--- config.mk ---
export PLATFORM = sky130hd
export DESIGN_NAME = rxf_dev_flat
export DESIGN_NICKNAME = d
export VERILOG_FILES = /design/src/logic/rxf_pkg.sv /design/src/logic/rxf_link_if.sv /design/src/logic/rxf_quality.sv /design/src/logic/rxf_dev.sv /design/src/flat_wrapper.sv
export SDC_FILE = /design/constraint.sdc
export NUM_CORES = 1
export LEC_CHECK = 0
export BUFFER_PORTS_ARGS = -buffer_cell sky130_fd_sc_hd__buf_4
export CELL_PAD_IN_SITES_DETAIL_PLACEMENT = 2
export CELL_PAD_IN_SITES_GLOBAL_PLACEMENT = 2
export CORE_ASPECT_RATIO = 0.7
export CORE_MARGIN = 8
export CORE_UTILIZATION = 33
export CTS_CLUSTER_DIAMETER = 150
export DETAILED_ROUTE_END_ITERATION = 7
export GPL_TIMING_DRIVEN = 0
export PLACE_DENSITY = 0.76
export SYNTH_ARGS = -nofsm -noshare
export SYNTH_HDL_FRONTEND = slang
export SYNTH_SLANG_ARGS = --single-unit
--- constraint.sdc ---
create_clock -name core_clk_i -period 3.3 [get_ports core_clk_i]
set_input_delay 0.66 -clock core_clk_i [delete_from_list [all_inputs] [get_ports core_clk_i]]
set_output_delay 0.66 -clock core_clk_i [all_outputs]
set_load 0.01 [all_outputs]
--- src/logic/rxf_pkg.sv ---
// What this block does
// - receive buffer is one 16-bit register
// - flag when bit count reaches threshold 1..15
// - host should program threshold of eight or more; rxf_dev flags at any level 1..15 and the testbench fills at level 1
// - sync-gated mode fills only after valid data
// - store each bit following the sync pattern while valid data holds
// - sync pattern fixed at 2dd4, not programmable
// - valid-data output rises when pattern found
// - host toggles select; data on next clock
// - level flag stays high until last bit out
// - level flag rises when count equals threshold
// - status read shifts status bits before data
// - frequency adjust enable, auto or strobe mode
// - limited offset added to synthesizer control word
// - crystal load 8.5pF to 16pF, 0.5pF steps
// - host clock: eight dividers of reference
// - oscillator off stops host clock output
// - 196 more output clocks before stopping
// - host recalibrates synthesizer after band change
// - count noise spikes, threshold zero to seven
// - validity: quality, lock, strength (slow); quality, lock (medium); strength (fast)
// - slow, medium, fast detector modes
// - detector off passes raw comparator data
// - buffer disabled routes data and clock to pins
package rxf_pkg;
  localparam int          BUF_W          = 16;
  localparam logic [15:0] SYNC_WORD      = 16'h2dd4;
  localparam logic [3:0]  THRESH_RST     = 4'h8;
  localparam int          CLK_HOLD_CYC   = 196;
  localparam int          DQD_WINDOW     = 16;
  localparam logic [7:0]  FSK_MIN_PREAMB_SLOW = 8'h10;
  localparam logic [7:0]  FSK_MIN_PREAMB_MED  = 8'h08;
  localparam logic [7:0]  FSK_MIN_PREAMB_FAST = 8'h04;
  localparam logic [15:0] STATUS_W_RST   = 16'h0000;
  localparam logic [3:0]  CAP_RST        = 4'h8;
  localparam logic [9:0]  FCW_RST        = 10'h000;
  // apb register offsets of the host controller
  localparam logic [7:0]  REG_CTRL       = 8'h00;
  localparam logic [7:0]  REG_STAT       = 8'h04;
  localparam logic [7:0]  REG_DATA       = 8'h08;
  localparam logic [7:0]  REG_CMD        = 8'h0c;
  // control register fields
  localparam int          CTRL_START     = 0;
  localparam int          CTRL_USESTAT   = 1;
  localparam int          SPI_HALF       = 2;
  typedef enum logic [1:0] {VD_SLOW, VD_MED, VD_FAST} rxf_vd_mode_type;
endpackage

--- src/logic/rxf_link_if.sv ---
`timescale 1ns/1ps
// pins between radio receive path and host controller
interface rxf_link_if;
  logic sck;
  logic buffer_select_n;
  logic sdo;
  logic buffer_level_flag;
  logic valid_data;
  logic stat_req;
  modport dev  (input sck, buffer_select_n, stat_req, output sdo, buffer_level_flag, valid_data);
  modport host (output sck, buffer_select_n, stat_req, input sdo, buffer_level_flag, valid_data);
endinterface

--- src/logic/rxf_quality.sv ---
`timescale 1ns/1ps
// noise spike counting and valid-data decision
module rxf_quality (
  input  wire logic                     core_clk_i,
  input  wire logic                     rst_i,
  input  wire logic                     ce_i,
  input  wire logic                     bit_stb_i,
  input  wire logic                     raw_bit_i,
  input  wire logic                     cr_lock_i,
  input  wire logic                     rssi_i,
  input  wire logic [2:0]               dqd_thresh_i,
  input  wire logic                     vd_en_i,
  input  wire rxf_pkg::rxf_vd_mode_type vd_mode_i,
  output logic                          dqd_good_o,
  output logic                          vd_ok_o
);
  typedef struct packed {
    logic [4:0] win;
    logic [4:0] spikes;
    logic       prev;
    logic       good;
    logic [7:0] preamb;
    logic       ok;
  } rxf_q_st_type;
  rxf_q_st_type s_r, s_nxt;

  // spikes counted per window, compared to threshold; preamble count gates validity
  always_comb begin
    s_nxt = s_r;
    if (bit_stb_i) begin
      s_nxt.prev = raw_bit_i;
      s_nxt.preamb = (raw_bit_i != s_r.prev) ? ((s_r.preamb == 8'hff) ? s_r.preamb : s_r.preamb + 8'h01) : 8'h00;
      if (raw_bit_i == s_r.prev)
        s_nxt.spikes = s_r.spikes + 5'h01;
      s_nxt.win = s_r.win + 5'h01;
      if (s_r.win == 5'(rxf_pkg::DQD_WINDOW - 1)) begin
        s_nxt.good = (s_r.spikes[4:3] == 2'h0) && (s_r.spikes[2:0] <= dqd_thresh_i);
        s_nxt.win = 5'h00;
        s_nxt.spikes = 5'h00;
      end
      case (vd_mode_i)
        rxf_pkg::VD_SLOW: s_nxt.ok = s_r.good && cr_lock_i && rssi_i && (s_r.preamb >= rxf_pkg::FSK_MIN_PREAMB_SLOW);
        rxf_pkg::VD_MED:  s_nxt.ok = s_r.good && cr_lock_i && (s_r.preamb >= rxf_pkg::FSK_MIN_PREAMB_MED);
        rxf_pkg::VD_FAST: s_nxt.ok = rssi_i && (s_r.preamb >= rxf_pkg::FSK_MIN_PREAMB_FAST);
        default:          s_nxt.ok = 1'b0;
      endcase
    end
    if (!vd_en_i)
      s_nxt.ok = 1'b1;
  end

  // state register
  always_ff @(posedge core_clk_i or posedge rst_i) begin
    if (rst_i) begin
      s_r <= '0;
    end else if (ce_i) begin
      s_r <= s_nxt;
    end
  end

  assign dqd_good_o = s_r.good;
  assign vd_ok_o    = s_r.ok;
endmodule

--- src/logic/rxf_dev.sv ---
// The register addresses and the APB slave port were left to the implementer.
`timescale 1ns/1ps
// radio-side receive buffer, sync detector, frequency trim and clock output
module rxf_dev (
  input  wire logic                     core_clk_i,
  input  wire logic                     rst_i,
  input  wire logic                     ce_i,
  rxf_link_if.dev                       link,
  input  wire logic                     bit_stb_i,
  input  wire logic                     raw_bit_i,
  input  wire logic                     cr_lock_i,
  input  wire logic                     rssi_i,
  input  wire logic                     rx_buffer_enable_i,
  input  wire logic                     sync_gate_i,
  input  wire logic [3:0]               thresh_i,
  input  wire logic [2:0]               dqd_thresh_i,
  input  wire logic                     vd_en_i,
  input  wire rxf_pkg::rxf_vd_mode_type vd_mode_i,
  input  wire logic                     vd_pin_sel_i,
  input  wire logic                     afa_en_i,
  input  wire logic                     afa_auto_i,
  input  wire logic                     afa_strobe_i,
  input  wire logic [4:0]               afa_meas_i,
  input  wire logic [1:0]               afa_range_i,
  input  wire logic [9:0]               fcw_i,
  input  wire logic [3:0]               cap_i,
  input  wire logic [2:0]               clk_div_sel_i,
  input  wire logic                     osc_en_i,
  input  wire logic [15:0]              status_bits_i,
  output logic                          data_pin_o,
  output logic                          rclk_pin_o,
  output logic [9:0]                    fcw_o,
  output logic [4:0]                    afa_off_o,
  output logic [4:0]                    cap_load_o,
  output logic                          host_clk_o
);
  typedef struct packed {
    logic [15:0] shreg;
    logic [15:0] buffer;
    logic [4:0]  count;
    logic        synced;
    logic        flag;
    logic        vd_pin;
    logic        sel_d;
    logic        sck_d;
    logic [4:0]  rd_left;
    logic [4:0]  stat_cnt;
    logic        sdo;
    logic [4:0]  off;
    logic [9:0]  fcw;
    logic        data_pin;
    logic        rclk_pin;
    logic [7:0]  div_cnt;
    logic        hclk;
    logic [7:0]  hold_cnt;
    logic        hold_run;
    logic        hclk_on;
  } rxf_dev_st_type;
  rxf_dev_st_type s_r, s_nxt;

  logic dqd_good;
  logic flag_set;
  logic vd_ok;
  logic [7:0] div_lim;

  // data quality and validity screening
  rxf_quality u_q (
    .core_clk_i   (core_clk_i),
    .rst_i        (rst_i),
    .ce_i         (ce_i),
    .bit_stb_i    (bit_stb_i),
    .raw_bit_i    (raw_bit_i),
    .cr_lock_i    (cr_lock_i),
    .rssi_i       (rssi_i),
    .dqd_thresh_i (dqd_thresh_i),
    .vd_en_i      (vd_en_i),
    .vd_mode_i    (vd_mode_i),
    .dqd_good_o   (dqd_good),
    .vd_ok_o      (vd_ok)
  );

  // clamp an offset to the programmed range
  function automatic logic [4:0] clamp_off(input logic [4:0] v, input logic [1:0] rng);
    logic [4:0] lim;
    lim = 5'(5'h01 << rng) + 5'h01;
    if (!v[4] && v > lim)
      clamp_off = lim;
    else if (v[4] && (5'(~v + 5'h01) > lim))
      clamp_off = 5'(~lim + 5'h01);
    else
      clamp_off = v;
  endfunction

  // host clock divider ratio per select code
  always_comb begin
    case (clk_div_sel_i)
      3'h0: div_lim = 8'h00;
      3'h1: div_lim = 8'h01;
      3'h2: div_lim = 8'h02;
      3'h3: div_lim = 8'h03;
      3'h4: div_lim = 8'h04;
      3'h5: div_lim = 8'h07;
      3'h6: div_lim = 8'h0f;
      default: div_lim = 8'h1f;
    endcase
  end

  // next state
  always_comb begin
    s_nxt = s_r;
    flag_set = 1'b0;
    s_nxt.sel_d = link.buffer_select_n;
    s_nxt.sck_d = link.sck;
    // receive path
    if (bit_stb_i && rx_buffer_enable_i) begin
      s_nxt.shreg = {s_r.shreg[14:0], raw_bit_i};
      if (!s_r.synced && s_nxt.shreg == rxf_pkg::SYNC_WORD && vd_ok) begin
        s_nxt.synced = 1'b1;
        s_nxt.vd_pin = 1'b1;
      end
      if (vd_ok && (s_r.synced || !sync_gate_i)) begin
        s_nxt.buffer = {s_r.buffer[14:0], raw_bit_i};
        if (s_r.count != 5'(rxf_pkg::BUF_W))
          s_nxt.count = s_r.count + 5'h01;
        if (5'(s_r.count + 5'h01) == {1'b0, thresh_i} && thresh_i != 4'h0) begin
          s_nxt.flag = 1'b1;
          flag_set = 1'b1;
        end
      end
    end
    if (!vd_ok) begin
      s_nxt.synced = 1'b0;
      s_nxt.vd_pin = 1'b0;
    end
    s_nxt.data_pin = rx_buffer_enable_i ? 1'b0 : (vd_ok & raw_bit_i);
    s_nxt.rclk_pin = rx_buffer_enable_i ? 1'b0 : bit_stb_i;
    // select toggle starts readout of the buffer
    if (s_r.sel_d && !link.buffer_select_n) begin
      s_nxt.rd_left = s_nxt.count;
      s_nxt.stat_cnt = link.stat_req ? 5'(rxf_pkg::BUF_W) : 5'h00;
    end
    // sdo moves on sck rise, so it is settled before the host samples after the fall
    if (!link.buffer_select_n && !s_r.sck_d && link.sck) begin
      if (s_r.stat_cnt != 5'h00) begin
        s_nxt.sdo = status_bits_i[4'(s_r.stat_cnt - 5'h01)];
        s_nxt.stat_cnt = s_r.stat_cnt - 5'h01;
      end else if (s_r.rd_left != 5'h00) begin
        s_nxt.sdo = s_r.buffer[4'(s_r.rd_left - 5'h01)];
        s_nxt.rd_left = s_r.rd_left - 5'h01;
        s_nxt.count = s_nxt.count - 5'h01;
        if (s_r.rd_left == 5'h01 && !flag_set)
          s_nxt.flag = 1'b0;
      end
    end
    // frequency trim
    if (afa_en_i && (afa_auto_i || afa_strobe_i))
      s_nxt.off = clamp_off(afa_meas_i, afa_range_i);
    s_nxt.fcw = fcw_i + {{5{s_r.off[4]}}, s_r.off};
    if (!afa_en_i)
      s_nxt.fcw = fcw_i;
    // host clock output with hold-off after oscillator stop
    if (osc_en_i) begin
      s_nxt.hold_run = 1'b0;
      s_nxt.hclk_on = 1'b1;
      s_nxt.hold_cnt = 8'h00;
    end else if (s_r.hclk_on && !s_r.hold_run) begin
      s_nxt.hold_run = 1'b1;
    end
    if (s_r.hclk_on) begin
      if (s_r.div_cnt >= div_lim) begin
        s_nxt.div_cnt = 8'h00;
        s_nxt.hclk = ~s_r.hclk;
        if (s_r.hold_run && s_r.hclk) begin
          s_nxt.hold_cnt = s_r.hold_cnt + 8'h01;
          if (s_r.hold_cnt == 8'(rxf_pkg::CLK_HOLD_CYC - 1)) begin
            s_nxt.hclk_on = 1'b0;
            s_nxt.hold_run = 1'b0;
          end
        end
      end else begin
        s_nxt.div_cnt = s_r.div_cnt + 8'h01;
      end
    end else begin
      s_nxt.hclk = 1'b0;
      s_nxt.div_cnt = 8'h00;
    end
  end

  // state register
  always_ff @(posedge core_clk_i or posedge rst_i) begin
    if (rst_i) begin
      s_r <= '0;
      s_r.sel_d <= 1'b1;
      s_r.fcw <= rxf_pkg::FCW_RST;
      s_r.hclk_on <= 1'b1;
    end else if (ce_i) begin
      s_r <= s_nxt;
    end
  end

  assign link.sdo               = s_r.sdo;
  assign link.buffer_level_flag = s_r.flag;
  assign link.valid_data        = vd_pin_sel_i & s_r.vd_pin;
  assign data_pin_o             = s_r.data_pin;
  assign rclk_pin_o             = s_r.rclk_pin;
  assign fcw_o                  = s_r.fcw;
  assign afa_off_o              = s_r.off;
  // load in half-picofarad steps above 8pF: code 1 (8.5pF) to 16 (16pF)
  assign cap_load_o             = 5'(cap_i) + 5'h01;
  assign host_clk_o             = s_r.hclk;
  logic unused_q;
  assign unused_q = dqd_good;
endmodule

--- src/flat_wrapper.sv ---
// flat-port wrapper written by rule: the top's interface ports become plain ports
module rxf_dev_flat 
  (core_clk_i, rst_i, ce_i, bit_stb_i, raw_bit_i, cr_lock_i, rssi_i, rx_buffer_enable_i, sync_gate_i, thresh_i, dqd_thresh_i, vd_en_i, vd_mode_i, vd_pin_sel_i, afa_en_i, afa_auto_i, afa_strobe_i, afa_meas_i, afa_range_i, fcw_i, cap_i, clk_div_sel_i, osc_en_i, status_bits_i, data_pin_o, rclk_pin_o, fcw_o, afa_off_o, cap_load_o, host_clk_o, link_sck, link_buffer_select_n, link_stat_req, link_sdo, link_buffer_level_flag, link_valid_data);
  rxf_link_if link_i ();
  input  wire logic core_clk_i;
  input  wire logic rst_i;
  input  wire logic ce_i;
  input  wire logic bit_stb_i;
  input  wire logic raw_bit_i;
  input  wire logic cr_lock_i;
  input  wire logic rssi_i;
  input  wire logic rx_buffer_enable_i;
  input  wire logic sync_gate_i;
  input  wire logic [3:0] thresh_i;
  input  wire logic [2:0] dqd_thresh_i;
  input  wire logic vd_en_i;
  input  wire rxf_pkg::rxf_vd_mode_type vd_mode_i;
  input  wire logic vd_pin_sel_i;
  input  wire logic afa_en_i;
  input  wire logic afa_auto_i;
  input  wire logic afa_strobe_i;
  input  wire logic [4:0] afa_meas_i;
  input  wire logic [1:0] afa_range_i;
  input  wire logic [9:0] fcw_i;
  input  wire logic [3:0] cap_i;
  input  wire logic [2:0] clk_div_sel_i;
  input  wire logic osc_en_i;
  input  wire logic [15:0] status_bits_i;
  output logic data_pin_o;
  output logic rclk_pin_o;
  output logic [9:0] fcw_o;
  output logic [4:0] afa_off_o;
  output logic [4:0] cap_load_o;
  output logic host_clk_o;
  input wire logic [$bits(link_i.sck)-1:0] link_sck;
  input wire logic [$bits(link_i.buffer_select_n)-1:0] link_buffer_select_n;
  input wire logic [$bits(link_i.stat_req)-1:0] link_stat_req;
  output wire logic [$bits(link_i.sdo)-1:0] link_sdo;
  output wire logic [$bits(link_i.buffer_level_flag)-1:0] link_buffer_level_flag;
  output wire logic [$bits(link_i.valid_data)-1:0] link_valid_data;
  assign link_i.sck = link_sck;
  assign link_i.buffer_select_n = link_buffer_select_n;
  assign link_i.stat_req = link_stat_req;
  assign link_sdo = link_i.sdo;
  assign link_buffer_level_flag = link_i.buffer_level_flag;
  assign link_valid_data = link_i.valid_data;
  rxf_dev u_core (.core_clk_i(core_clk_i), .rst_i(rst_i), .ce_i(ce_i), .link(link_i), .bit_stb_i(bit_stb_i), .raw_bit_i(raw_bit_i), .cr_lock_i(cr_lock_i), .rssi_i(rssi_i), .rx_buffer_enable_i(rx_buffer_enable_i), .sync_gate_i(sync_gate_i), .thresh_i(thresh_i), .dqd_thresh_i(dqd_thresh_i), .vd_en_i(vd_en_i), .vd_mode_i(vd_mode_i), .vd_pin_sel_i(vd_pin_sel_i), .afa_en_i(afa_en_i), .afa_auto_i(afa_auto_i), .afa_strobe_i(afa_strobe_i), .afa_meas_i(afa_meas_i), .afa_range_i(afa_range_i), .fcw_i(fcw_i), .cap_i(cap_i), .clk_div_sel_i(clk_div_sel_i), .osc_en_i(osc_en_i), .status_bits_i(status_bits_i), .data_pin_o(data_pin_o), .rclk_pin_o(rclk_pin_o), .fcw_o(fcw_o), .afa_off_o(afa_off_o), .cap_load_o(cap_load_o), .host_clk_o(host_clk_o));
endmodule
==> flow_metrics.env, run 1 <==
export IMPL_core_area_mm2=0.0199
export IMPL_ioPinCount=93
export IMPL_chipWidth_um=187
export IMPL_netlist_instances=679
export IMPL_post_route_util=0.408
export IMPL_leakage_nw=3.81
export IMPL_critPathMaxFanout=5
export IMPL_drive_above_1_share=0.252
export IMPL_antenna_found_initial=0
export IMPL_hold_buffers=0
export IMPL_fmax_ghz=0.368
export IMPL_pre_cts_slack_ns=0.203
export IMPL_reg2reg_from="u_core.s_r[52]"
export IMPL_area_growth_pct=20.8
export IMPL_async_flop_share=1.00
export IMPL_ir_drop_uv=245
export IMPL_synth_top_area_frac=0.394
export IMPL_hold_class="in -> async"
export IMPL_dieArea_mm2=0.0253
export IMPL_ys_ff_latch=108
export IMPL_routed_via_density=5.25
export IMPL_worstPathArrival_ns=3.01
export IMPL_reg2reg_depth=11
export IMPL_gr_usage_met3=0.0319
export IMPL_synth_area_mm2=0.00673
export IMPL_cts_resized=0
export IMPL_io_buffer_count=91
export IMPL_drt_initial_drc_count=169
export IMPL_max_slew_margin=0.399
export IMPL_cts_tree="yes"
export IMPL_grt_usage=0.163
export IMPL_cap_violations=0
export IMPL_ant_nets=0
export IMPL_tightestPinTransition_ns=0.899
export IMPL_first_global_vias=6293
export IMPL_post_synth_cell_area_avg_um2=9.91
export IMPL_rows=43
export IMPL_cts_buffers=9
export IMPL_finalWorstSetupSlack_ns=0.581
export IMPL_dr_total_vias=5565
export IMPL_final_area_mm2=0.00813
export IMPL_cts_buffer_depth=2
export IMPL_grt_busiest_layer="met2"
export IMPL_htreeDepth=3
export IMPL_ys_top_cells_by_area="dfrtp_1 39%, ha_1 7.6%, mux2_2 7.0%"
export IMPL_synth_top_flop_cell="dfrtp_1"
export IMPL_fin_crit_sh=0.824
export IMPL_cp_start_kind="input port"
export IMPL_routed_wl_um=20600
export IMPL_synth_edf_count=0
export IMPL_root_buffer="clkbuf_16"
export IMPL_path_class="in -> reg"
export IMPL_rsz0062_at_grt="no"
export IMPL_fill_cells=2192
export IMPL_synth_distinct_cells=66
export IMPL_crit_start="afa_range_i[0]"
export IMPL_post_route_min_period_ns=2.72
export IMPL_skew_ns=0.0109
export IMPL_power_density_mw_per_mm2=652
export IMPL_grt_pass1_wl_um=33700
export IMPL_setup_violations=0
export IMPL_grt_overflow_total=0
export IMPL_die_y_um=135
export IMPL_status="completed"
export IMPL_r2r_setup_slack_ns=0.78
export IMPL_route_detailed_drc=0
export IMPL_clk_pin_slew_worst_paths_ns=0.08
export IMPL_finalHoldViolations=0
export IMPL_final_max_slew_violation_count=0
export IMPL_antennaDiodeCount=0
export IMPL_synth_warnings=0
export IMPL_placed_area_mm2=0.00782
export IMPL_p_total_w=0.00530
export IMPL_worstPathRequired_ns=3.59
export IMPL_grt_use_met1=0.207
export IMPL_first_pass_iters=4
export IMPL_yosysSeqAreaShare=0.402
export IMPL_numClockSinks=108
export IMPL_final_nets=894
export IMPL_wire_per_inst_um=19.4
export IMPL_cts_setup_buffers=0
export IMPL_place_congestion=0.842
export IMPL_met2_usage=0.286
export IMPL_finalSetupTns_ns=0
export IMPL_yosysTopAreaCell="dfrtp_1"
export IMPL_clock_latency_ns=0.36
export IMPL_grt_max_degree=35
export IMPL_r2r_end="u_core.s_r[56]"
export IMPL_dp_hpwl_um=15800
export IMPL_endpoint_kind="flip-flop"
export IMPL_start_util=0.338
-- metal layers --
metal,part of all wire,wire [µm]
met5,0,0
met2,0.50,10300
met4,0.011,218
met3,0.028,582
met1,0.46,9440
-- state kept, by name, indices dropped and copies added, names as in the netlist --
signal	count
u_core.afa_off_o	5
u_core.link.sdo	1
u_core.s_r	67
u_core.u_q.dqd_good_o	1
u_core.data_pin_o	1
u_core.rclk_pin_o	1
u_core.fcw_o	10
u_core.u_q.vd_ok_o	1
u_core.u_q.s_r	19
u_core.host_clk_o	1
u_core.link.buffer_level_flag	1
-- worst max-delay path by stage --
stage	to	cells past startpoint
4_1_cts	u_core.afa_off_o[3]	12
5_1_grt	u_core.afa_off_o[2]	12
2_1_floorplan	u_core.afa_off_o[2]	11
3_3_place_gp	u_core.afa_off_o[2]	12
6_report	u_core.afa_off_o[3]	12
3_5_place_dp	u_core.afa_off_o[3]	12
-- power breakdown --
group	internal, W	switching, W	total, W	leakage (nW)
registers	0.00163	0.000313	0.00194	1.40
logic	0.00104	0.00116	0.00220	2.27
clock network	0.000601	0.000559	0.00116	0.145
-- layout make-up --
class                   count  area, µm²  area share
plain buffers              38        213      0.0262
multi-input cells         499       3680       0.453
flip-flops and latches    108       2710       0.333
repair buffers             94        743      0.0915
inverters                  35        135      0.0166
clock buffers               9        225      0.0277
well taps                 270        338      0.0416
clock inverters             7       83.8      0.0103
-- synthesized netlist by cell type, types with 13 or more instances --
master and number:
nor2_1 44, a21o_1 13, dfrtp_1 106, xor2_1 20, nand4_1 13, ha_1 41, buf_4 16, inv_1 35
nand3_1 20, a21oi_1 32, mux2i_1 20, o21ai_0 34, xnor2_1 20, mux2_2 42, nor3_1 18, nand2_1 60
-- cell families after synthesis --
logic type / share of synthesized area
AND/OR/NAND/NOR: 0.156
AO/OA/AOI/OAI: 0.130
flip-flops: 0.402
buffers and inverters: 0.0511
multiplexers: 0.129
adder cells (fa/ha/maj): 0.0792
XOR/XNOR: 0.0521
other: 0.000557
-- stage by stage --
| stage | cells | hold slack [ns] |
|---|---|---|
| finish | 1060 | 0.268 |
| detailed placement | 1044 | 0.478 |
| global placement | 1041 | 0.469 |
| global route | 1060 | 0.275 |
| floorplan | 680 | 0.442 |
| CTS | 1060 | 0.272 |
-- worst max-delay path, stage by stage --
cell and delay, ns:
buf_4 0.13, nor2_1 0.21, ha_1 0.30, inv_1 0.07, ha_1 0.23, a21o_1 0.17
a221o_1 0.35, and3_1 0.18, buf_2 0.16, mux2i_1 0.12, mux2_2 0.27, o21ai_0 0.15
-- cells in the final DEF, fill, tap and decap left out, types with 10 or more instances in the layout --
cell type / synthesis / routed
buf_4: 16 / 107
nand4_1: 13 / 13
nor2_1: 44 / 44
nand2_1: 60 / 60
xnor2_1: 20 / 20
a21oi_1: 32 / 32
mux2i_1: 20 / 20
o21ai_0: 34 / 34
nor3_1: 18 / 18
dfrtp_1: 106 / 106
nand3_1: 20 / 20
mux2_2: 42 / 42
a21o_1: 13 / 13
inv_1: 35 / 34
o22ai_1: 12 / 12
and3_1: 12 / 12
xor2_1: 20 / 20
ha_1: 41 / 41
clkbuf_1: 10 / 10
(Power assumes the default switching activity.)
==> inputs of run 2 (changes only) <==
==> constraint.sdc (replaced) <==
create_clock -name core_clk_i -period 2.5 [get_ports core_clk_i]
set_input_delay 0.5 -clock core_clk_i [delete_from_list [all_inputs] [get_ports core_clk_i]]
set_output_delay 0.5 -clock core_clk_i [all_outputs]
set_load 0.01 [all_outputs]
==> flow_metrics.env, run 2 (synthesis gave the netlist of run 1 again) <==
export IMPL_dp_hpwl_um=15900
export IMPL_antennaDiodeCount=0
export IMPL_endpoint_kind="flip-flop"
export IMPL_fmax_ghz=0.409
export IMPL_status="completed"
export IMPL_dpl_cell_count=1043
export IMPL_final_nets=898
export IMPL_cp_slowest_stage_delay_ns=0.42
export IMPL_start_util=0.338
export IMPL_p_sw_w=0.00274
export IMPL_grt_max_degree=43
export IMPL_place_congestion=0.862
export IMPL_final_max_slew_violation_count=0
export IMPL_cp_start_kind="flip-flop"
export IMPL_rsz0062_at_grt="yes"
export IMPL_die_y_um=135
export IMPL_dieArea_mm2=0.0253
export IMPL_numClockSinks=108
export IMPL_tightestPinTransition_ns=0.846
export IMPL_htreeDepth=3
export IMPL_fin_cells=1064
export IMPL_wire_per_inst_um=19.6
export IMPL_final_common_cell="buf_4"
export IMPL_root_buffer="clkbuf_16"
export IMPL_fin_crit_sh=0.978
export IMPL_p_int_w=0.00445
export IMPL_registers_top_by_ff_count="u_core.s_r"
export IMPL_p_seq_frac=0.360
export IMPL_route_detailed_drc=0
export IMPL_p_comb_frac=0.430
export IMPL_drt_initial_drc_count=177
export IMPL_skew_ns=0.00807
export IMPL_routed_via_density=5.26
export IMPL_ir_drop_uv=312
export IMPL_first_pass_iters=4
export IMPL_hold_ws_ns=0.284
export IMPL_crit_chain="ha_1, a21o_1, a41oi_1, o21ai_1, o31ai_2, xor2_1, a21oi_1, mux2_2"
export IMPL_drive_above_1_share=0.283
export IMPL_routed_wl_um=20800
export IMPL_worstPathArrival_ns=2.70
export IMPL_p_total_w=0.00719
export IMPL_clk_pin_slew_worst_paths_ns=0.08
export IMPL_layout_common_cells="112 x buf_4, 104 x dfrtp_1, 60 x nand2_1"
export IMPL_cts_buffer_depth=2
export IMPL_ant_nets=0
export IMPL_finalSetupTns_ns=0
export IMPL_finalHoldViolations=0
export IMPL_path_class="reg -> reg"
export IMPL_cts_buffers=9
export IMPL_clock_latency_ns=0.37
export IMPL_ioPinCount=93
export IMPL_core_area_mm2=0.0199
export IMPL_cap_violations=0
export IMPL_finalWorstSetupSlack_ns=0.0546
export IMPL_power_density_mw_per_mm2=871
export IMPL_p_sw_frac=0.381
export IMPL_pre_cts_slack_ns=-0.361
export IMPL_rows=43
export IMPL_first_global_vias=6450
export IMPL_grt_overflow_total=0
export IMPL_power_frac_clock=0.210
export IMPL_max_slew_margin=0.435
export IMPL_io_buffer_count=91
export IMPL_chipWidth_um=187
export IMPL_grt_usage=0.165
export IMPL_antenna_found_initial=0
export IMPL_grt_pass1_wl_um=33900
export IMPL_hold_class="in -> async"
export IMPL_setup_violations=0
export IMPL_fill_cells=2158
export IMPL_critPathMaxFanout=4
export IMPL_area_growth_pct=22.7
export IMPL_leakage_nw=3.85
export IMPL_worstPathRequired_ns=2.76
export IMPL_post_route_min_period_ns=2.45
export IMPL_largest_reg_flops=67
export IMPL_cts_tree="yes"
export IMPL_dr_total_vias=5593
export IMPL_cp_slowest_cell="dfrtp_1"
==> run 2: changes by cell type in the layout (fill, tap and decap cells not counted), sizes merged <==
cell,before,now
buf,122,125
clkinvlp,3,1
clkbuf,19,20
clkinv,2,3
inv,36,37
==> run 2: stage by stage <==
step,cell area (µm²),util
2_1_floorplan,6740,-
3_3_place_gp,7760,0.390
3_5_place_dp,7800,0.392
4_1_cts,8130,0.408
5_1_grt,8260,0.415
6_report,8260,0.415
==> run 2: path summary, 6_finish.rpt <==
path / from / endpoint / slack, ns / depth (start not counted)
setup / recovery: u_core.afa_off_o[1] / u_core.fcw_o[7] / 0.05 / 8
min in group core_clk_i: link_sck / u_core.s_r[47] / 0.38 / 2
hold reg to reg: u_core.u_q.s_r[15] / u_core.u_q.dqd_good_o / 0.49 / 1
max in group asynchronous: rst_i / u_core.afa_off_o[3] / 1.55 / 3
setup reg to reg: u_core.afa_off_o[1] / u_core.fcw_o[7] / 0.05 / 8
hold / removal: rst_i / u_core.u_q.s_r[12] / 0.28 / 2
==> run 2: routing by layer <==
metal	GRT usage	up-vias	part of all wire
li1	-	2634	-
met1	0.199	2847	0.45
met2	0.291	81	0.50
met3	0.0386	31	0.034
met4	0.0510	0	0.018
met5	0	-	0
==> run 2: power groups by stage <==
stage	combinational, W	clock, W	sequential (W)
final	0.00309	0.00151	0.00259
after global routing	0.00342	0.00161	0.00266
after CTS	0.00297	0.00155	0.00259
after detailed placement	0.00293	0	0.00260
after global placement	0.00272	0	0.00254
after floorplan	0.00207	0	0.00246
==> run 2: worst max-delay path, delay by kind of cell (launching register included) <==
kind	cells	cell delay (ns)
AOI/OAI and AO/OA	5	1.10
xor gates and xnor gates	1	0.20
DFF	1	0.42
muxes	1	0.32
adders and majority gates	1	0.29
==> run 2: what timing repair did <==
| action | CTS | global route |
|---|---|---|
| pin swaps | 1 | 6 |
| buffers inserted | 2 | 4 |
| endpoints found under the setup margin | 3 | 26 |
| gates resized for setup | 1 | 26 |
| hold buffers | 0 | 0 |
==> run 2: layout make-up <==
class                      instances  area, µm²  area share
multi-input combinational        499       3780       0.458
sequential                       108       2710       0.328
timing repair buffer              99        768      0.0930
tap                              270        338      0.0409
clock buffer                       9        225      0.0273
buffer                            37        223      0.0270
inverter                          35        135      0.0164
clock inverter                     7       81.3     0.00985
==> inputs of run 3 (changes only) <==
--- a/config.mk
+++ b/config.mk
@@ -5,12 +5,14 @@
 export SDC_FILE = /design/constraint.sdc
 export NUM_CORES = 1
 export LEC_CHECK = 0
+export ABC_AREA = 1
 export BUFFER_PORTS_ARGS = -buffer_cell sky130_fd_sc_hd__buf_4
+export CAP_MARGIN = 40
 export CELL_PAD_IN_SITES_DETAIL_PLACEMENT = 2
 export CELL_PAD_IN_SITES_GLOBAL_PLACEMENT = 2
 export CORE_ASPECT_RATIO = 0.7
 export CORE_MARGIN = 8
-export CORE_UTILIZATION = 33
+export CORE_UTILIZATION = 30
 export CTS_CLUSTER_DIAMETER = 150
 export DETAILED_ROUTE_END_ITERATION = 7
 export GPL_TIMING_DRIVEN = 0
==> constraint.sdc (replaced) <==
create_clock -name core_clk_i -period 2.5 [get_ports core_clk_i]
set_input_delay 0.5 -clock core_clk_i [delete_from_list [all_inputs] [get_ports core_clk_i]]
set_output_delay 0.5 -clock core_clk_i [all_outputs]
set_load 0.005 [all_outputs]
==> flow_metrics.env, run 3 <==
export IMPL_clk_pin_slew_worst_paths_ns=0.07
export IMPL_cp_slowest_stage_delay_ns=0.32
export IMPL_synth_top_area_frac=0.369
export IMPL_endpoint_kind="flip-flop"
export IMPL_synth_edf_count=0
export IMPL_dieArea_mm2=0.0292
export IMPL_synth_distinct_cells=50
export IMPL_fill_cells=2796
export IMPL_finalSetupTns_ns=0
export IMPL_grt_max_degree=34
export IMPL_antennaDiodeCount=0
export IMPL_area_growth_pct=20.3
export IMPL_layout_common_cells="222 x nand2_1, 118 x inv_1, 107 x buf_4"
export IMPL_antenna_found_initial=0
export IMPL_synth_area_mm2=0.00718
export IMPL_crit_top_cell="nand2_1"
export IMPL_rows=47
export IMPL_multi_input_area_mm2=0.00378
export IMPL_final_common_cell="nand2_1"
export IMPL_synthTopCellsByCount="222 x nand2_1, 119 x inv_1, 106 x dfrtp_1"
export IMPL_cp_start_kind="input port"
export IMPL_cts_buffers=9
export IMPL_fmax_ghz=0.463
export IMPL_ir_drop_uv=368
export IMPL_die_y_um=145
export IMPL_post_synth_cell_area_avg_um2=7.41
export IMPL_r2r_setup_slack_ns=0.45
export IMPL_drt_initial_drc_count=228
export IMPL_first_global_vias=7555
export IMPL_numClockSinks=108
export IMPL_worstPathArrival_ns=2.42
export IMPL_netlist_instances=970
export IMPL_grt_usage=0.166
export IMPL_dp_hpwl_um=19000
export IMPL_routed_via_density=4.88
export IMPL_crit_buf_inv=3
export IMPL_chipWidth_um=201
export IMPL_synth_top_flop_cell="dfrtp_1"
export IMPL_hold_buffers=0
export IMPL_hold_class="in -> async"
export IMPL_setup_violations=0
export IMPL_yosysMostFrequentCell="nand2_1"
export IMPL_ys_ff_latch=108
export IMPL_root_buffer="clkbuf_16"
export IMPL_crit_start="afa_meas_i[0]"
export IMPL_ioPinCount=93
export IMPL_start_util=0.305
export IMPL_reg2reg_from="u_core.s_r[52]"
export IMPL_rsz0062_at_grt="no"
export IMPL_grt_overflow_total=0
export IMPL_final_nets=1185
export IMPL_yosysTopAreaCell="dfrtp_1"
export IMPL_route_detailed_drc=0
export IMPL_routed_wl_um=24000
export IMPL_fin_crit_sh=0.864
export IMPL_yosysSeqAreaShare=0.377
export IMPL_leakage_nw=4.44
export IMPL_crit_chain="buf_4, inv_1, ha_1, nand2_1, xor2_1, ha_1, nand2_1, inv_1, o21ai_0, nand3_1, nand3_1, nand2_1, nand3_1, nand2_1, nand2_1"
export IMPL_dr_total_vias=6831
export IMPL_final_max_slew_violation_count=0
export IMPL_worstPathRequired_ns=2.76
export IMPL_htreeDepth=3
export IMPL_place_congestion=0.799
export IMPL_ys_top_cells_by_area="dfrtp_1 37%, nand2_1 12%, ha_1 7.1%"
export IMPL_cpLargestDelayFamily="simple AND/OR/NAND/NOR gates"
export IMPL_clock_latency_ns=0.37
export IMPL_cts_resized=0
export IMPL_registers_top_by_ff_count="u_core.s_r"
export IMPL_ant_nets=0
export IMPL_pre_cts_slack_ns=-0.0600
export IMPL_async_flop_share=1.00
export IMPL_synth_warnings=0
export IMPL_finalWorstSetupSlack_ns=0.340
export IMPL_core_area_mm2=0.0236
export IMPL_seq_area_mm2=0.00271
export IMPL_critPathMaxFanout=5
export IMPL_cap_violations=0
export IMPL_status="completed"
export IMPL_cts_setup_buffers=0
export IMPL_max_slew_margin=0.460
export IMPL_post_route_min_period_ns=2.16
export IMPL_drive_above_1_share=0.175
export IMPL_tightestPinTransition_ns=0.810
export IMPL_grt_pass1_wl_um=39900
export IMPL_wire_per_inst_um=17.1
export IMPL_largest_reg_flops=67
export IMPL_skew_ns=0.0107
export IMPL_io_buffer_count=91
export IMPL_cp_slowest_cell="ha_1"
export IMPL_path_class="in -> reg"
export IMPL_finalHoldViolations=0
export IMPL_power_density_mw_per_mm2=817
export IMPL_cts_buffer_depth=2
export IMPL_cts_tree="yes"
export IMPL_first_pass_iters=4
run 3: layout make-up:
cell class,count,area share
multi-input cells,696,0.437
plain buffers,38,0.0253
flip-flops and latches,108,0.313
inverters,129,0.0567
clock buffers,11,0.0292
clock inverters,5,0.00666
repair buffers,94,0.0860
well taps,318,0.0460
run 3: cell families (layout without fill, tap and decap cells):
logic type | count (synthesis) | count (layout) | synth area share
other cells | 1 | 2 | 0.000522
simple gates | 465 | 465 | 0.294
fa+ha+maj | 42 | 42 | 0.0742
mux | 1 | 1 | 0.00157
compound gates | 157 | 157 | 0.119
buf+inv | 167 | 277 | 0.0982
flops | 108 | 108 | 0.377
xor+xnor | 29 | 29 | 0.0364
run 3: final timing paths:
kind	end	cells after the start
worst max-delay path	u_core.afa_off_o[2]	15
worst min-delay path	u_core.u_q.s_r[2]	2
worst max register to register	u_core.s_r[56]	12
worst min register to register	u_core.s_r[82]	2
max in group asynchronous	u_core.s_r[0]	3
min in group core_clk_i	u_core.data_pin_o	2
run 3: per-stage QoR:
step	util	total power [W]	instance area, µm²	hold WS [ns]	cells
3_3_place_gp	0.351	0.00539	8270	0.459	1380
6_report	0.367	0.00706	8640	0.181	1399
4_1_cts	0.367	0.00718	8640	0.181	1399
2_1_floorplan	-	0.00454	7190	0.445	971
3_5_place_dp	0.353	0.00557	8330	0.473	1383
5_1_grt	0.367	0.00767	8640	0.193	1399
run 3: power breakdown:
part / internal [W] / total, W / leakage, nW / switching (W)
Sequential: 0.00221 / 0.00264 / 1.35 / 0.000428
Clock: 0.000837 / 0.00156 / 0.156 / 0.000719
Combinational: 0.00112 / 0.00287 / 2.93 / 0.00175
Total: 0.00417 / 0.00706 / 4.44 / 0.00289
run 3: layer usage:
| layer | GRT usage | wire, µm | vias to the layer above |
|---|---|---|---|
| li1 | - | - | 3366 |
| met1 | 0.226 | 12300 | 3393 |
| met2 | 0.272 | 10900 | 60 |
| met3 | 0.0300 | 547 | 12 |
| met4 | 0.0305 | 183 | 0 |
| met5 | 0 | 0 | - |
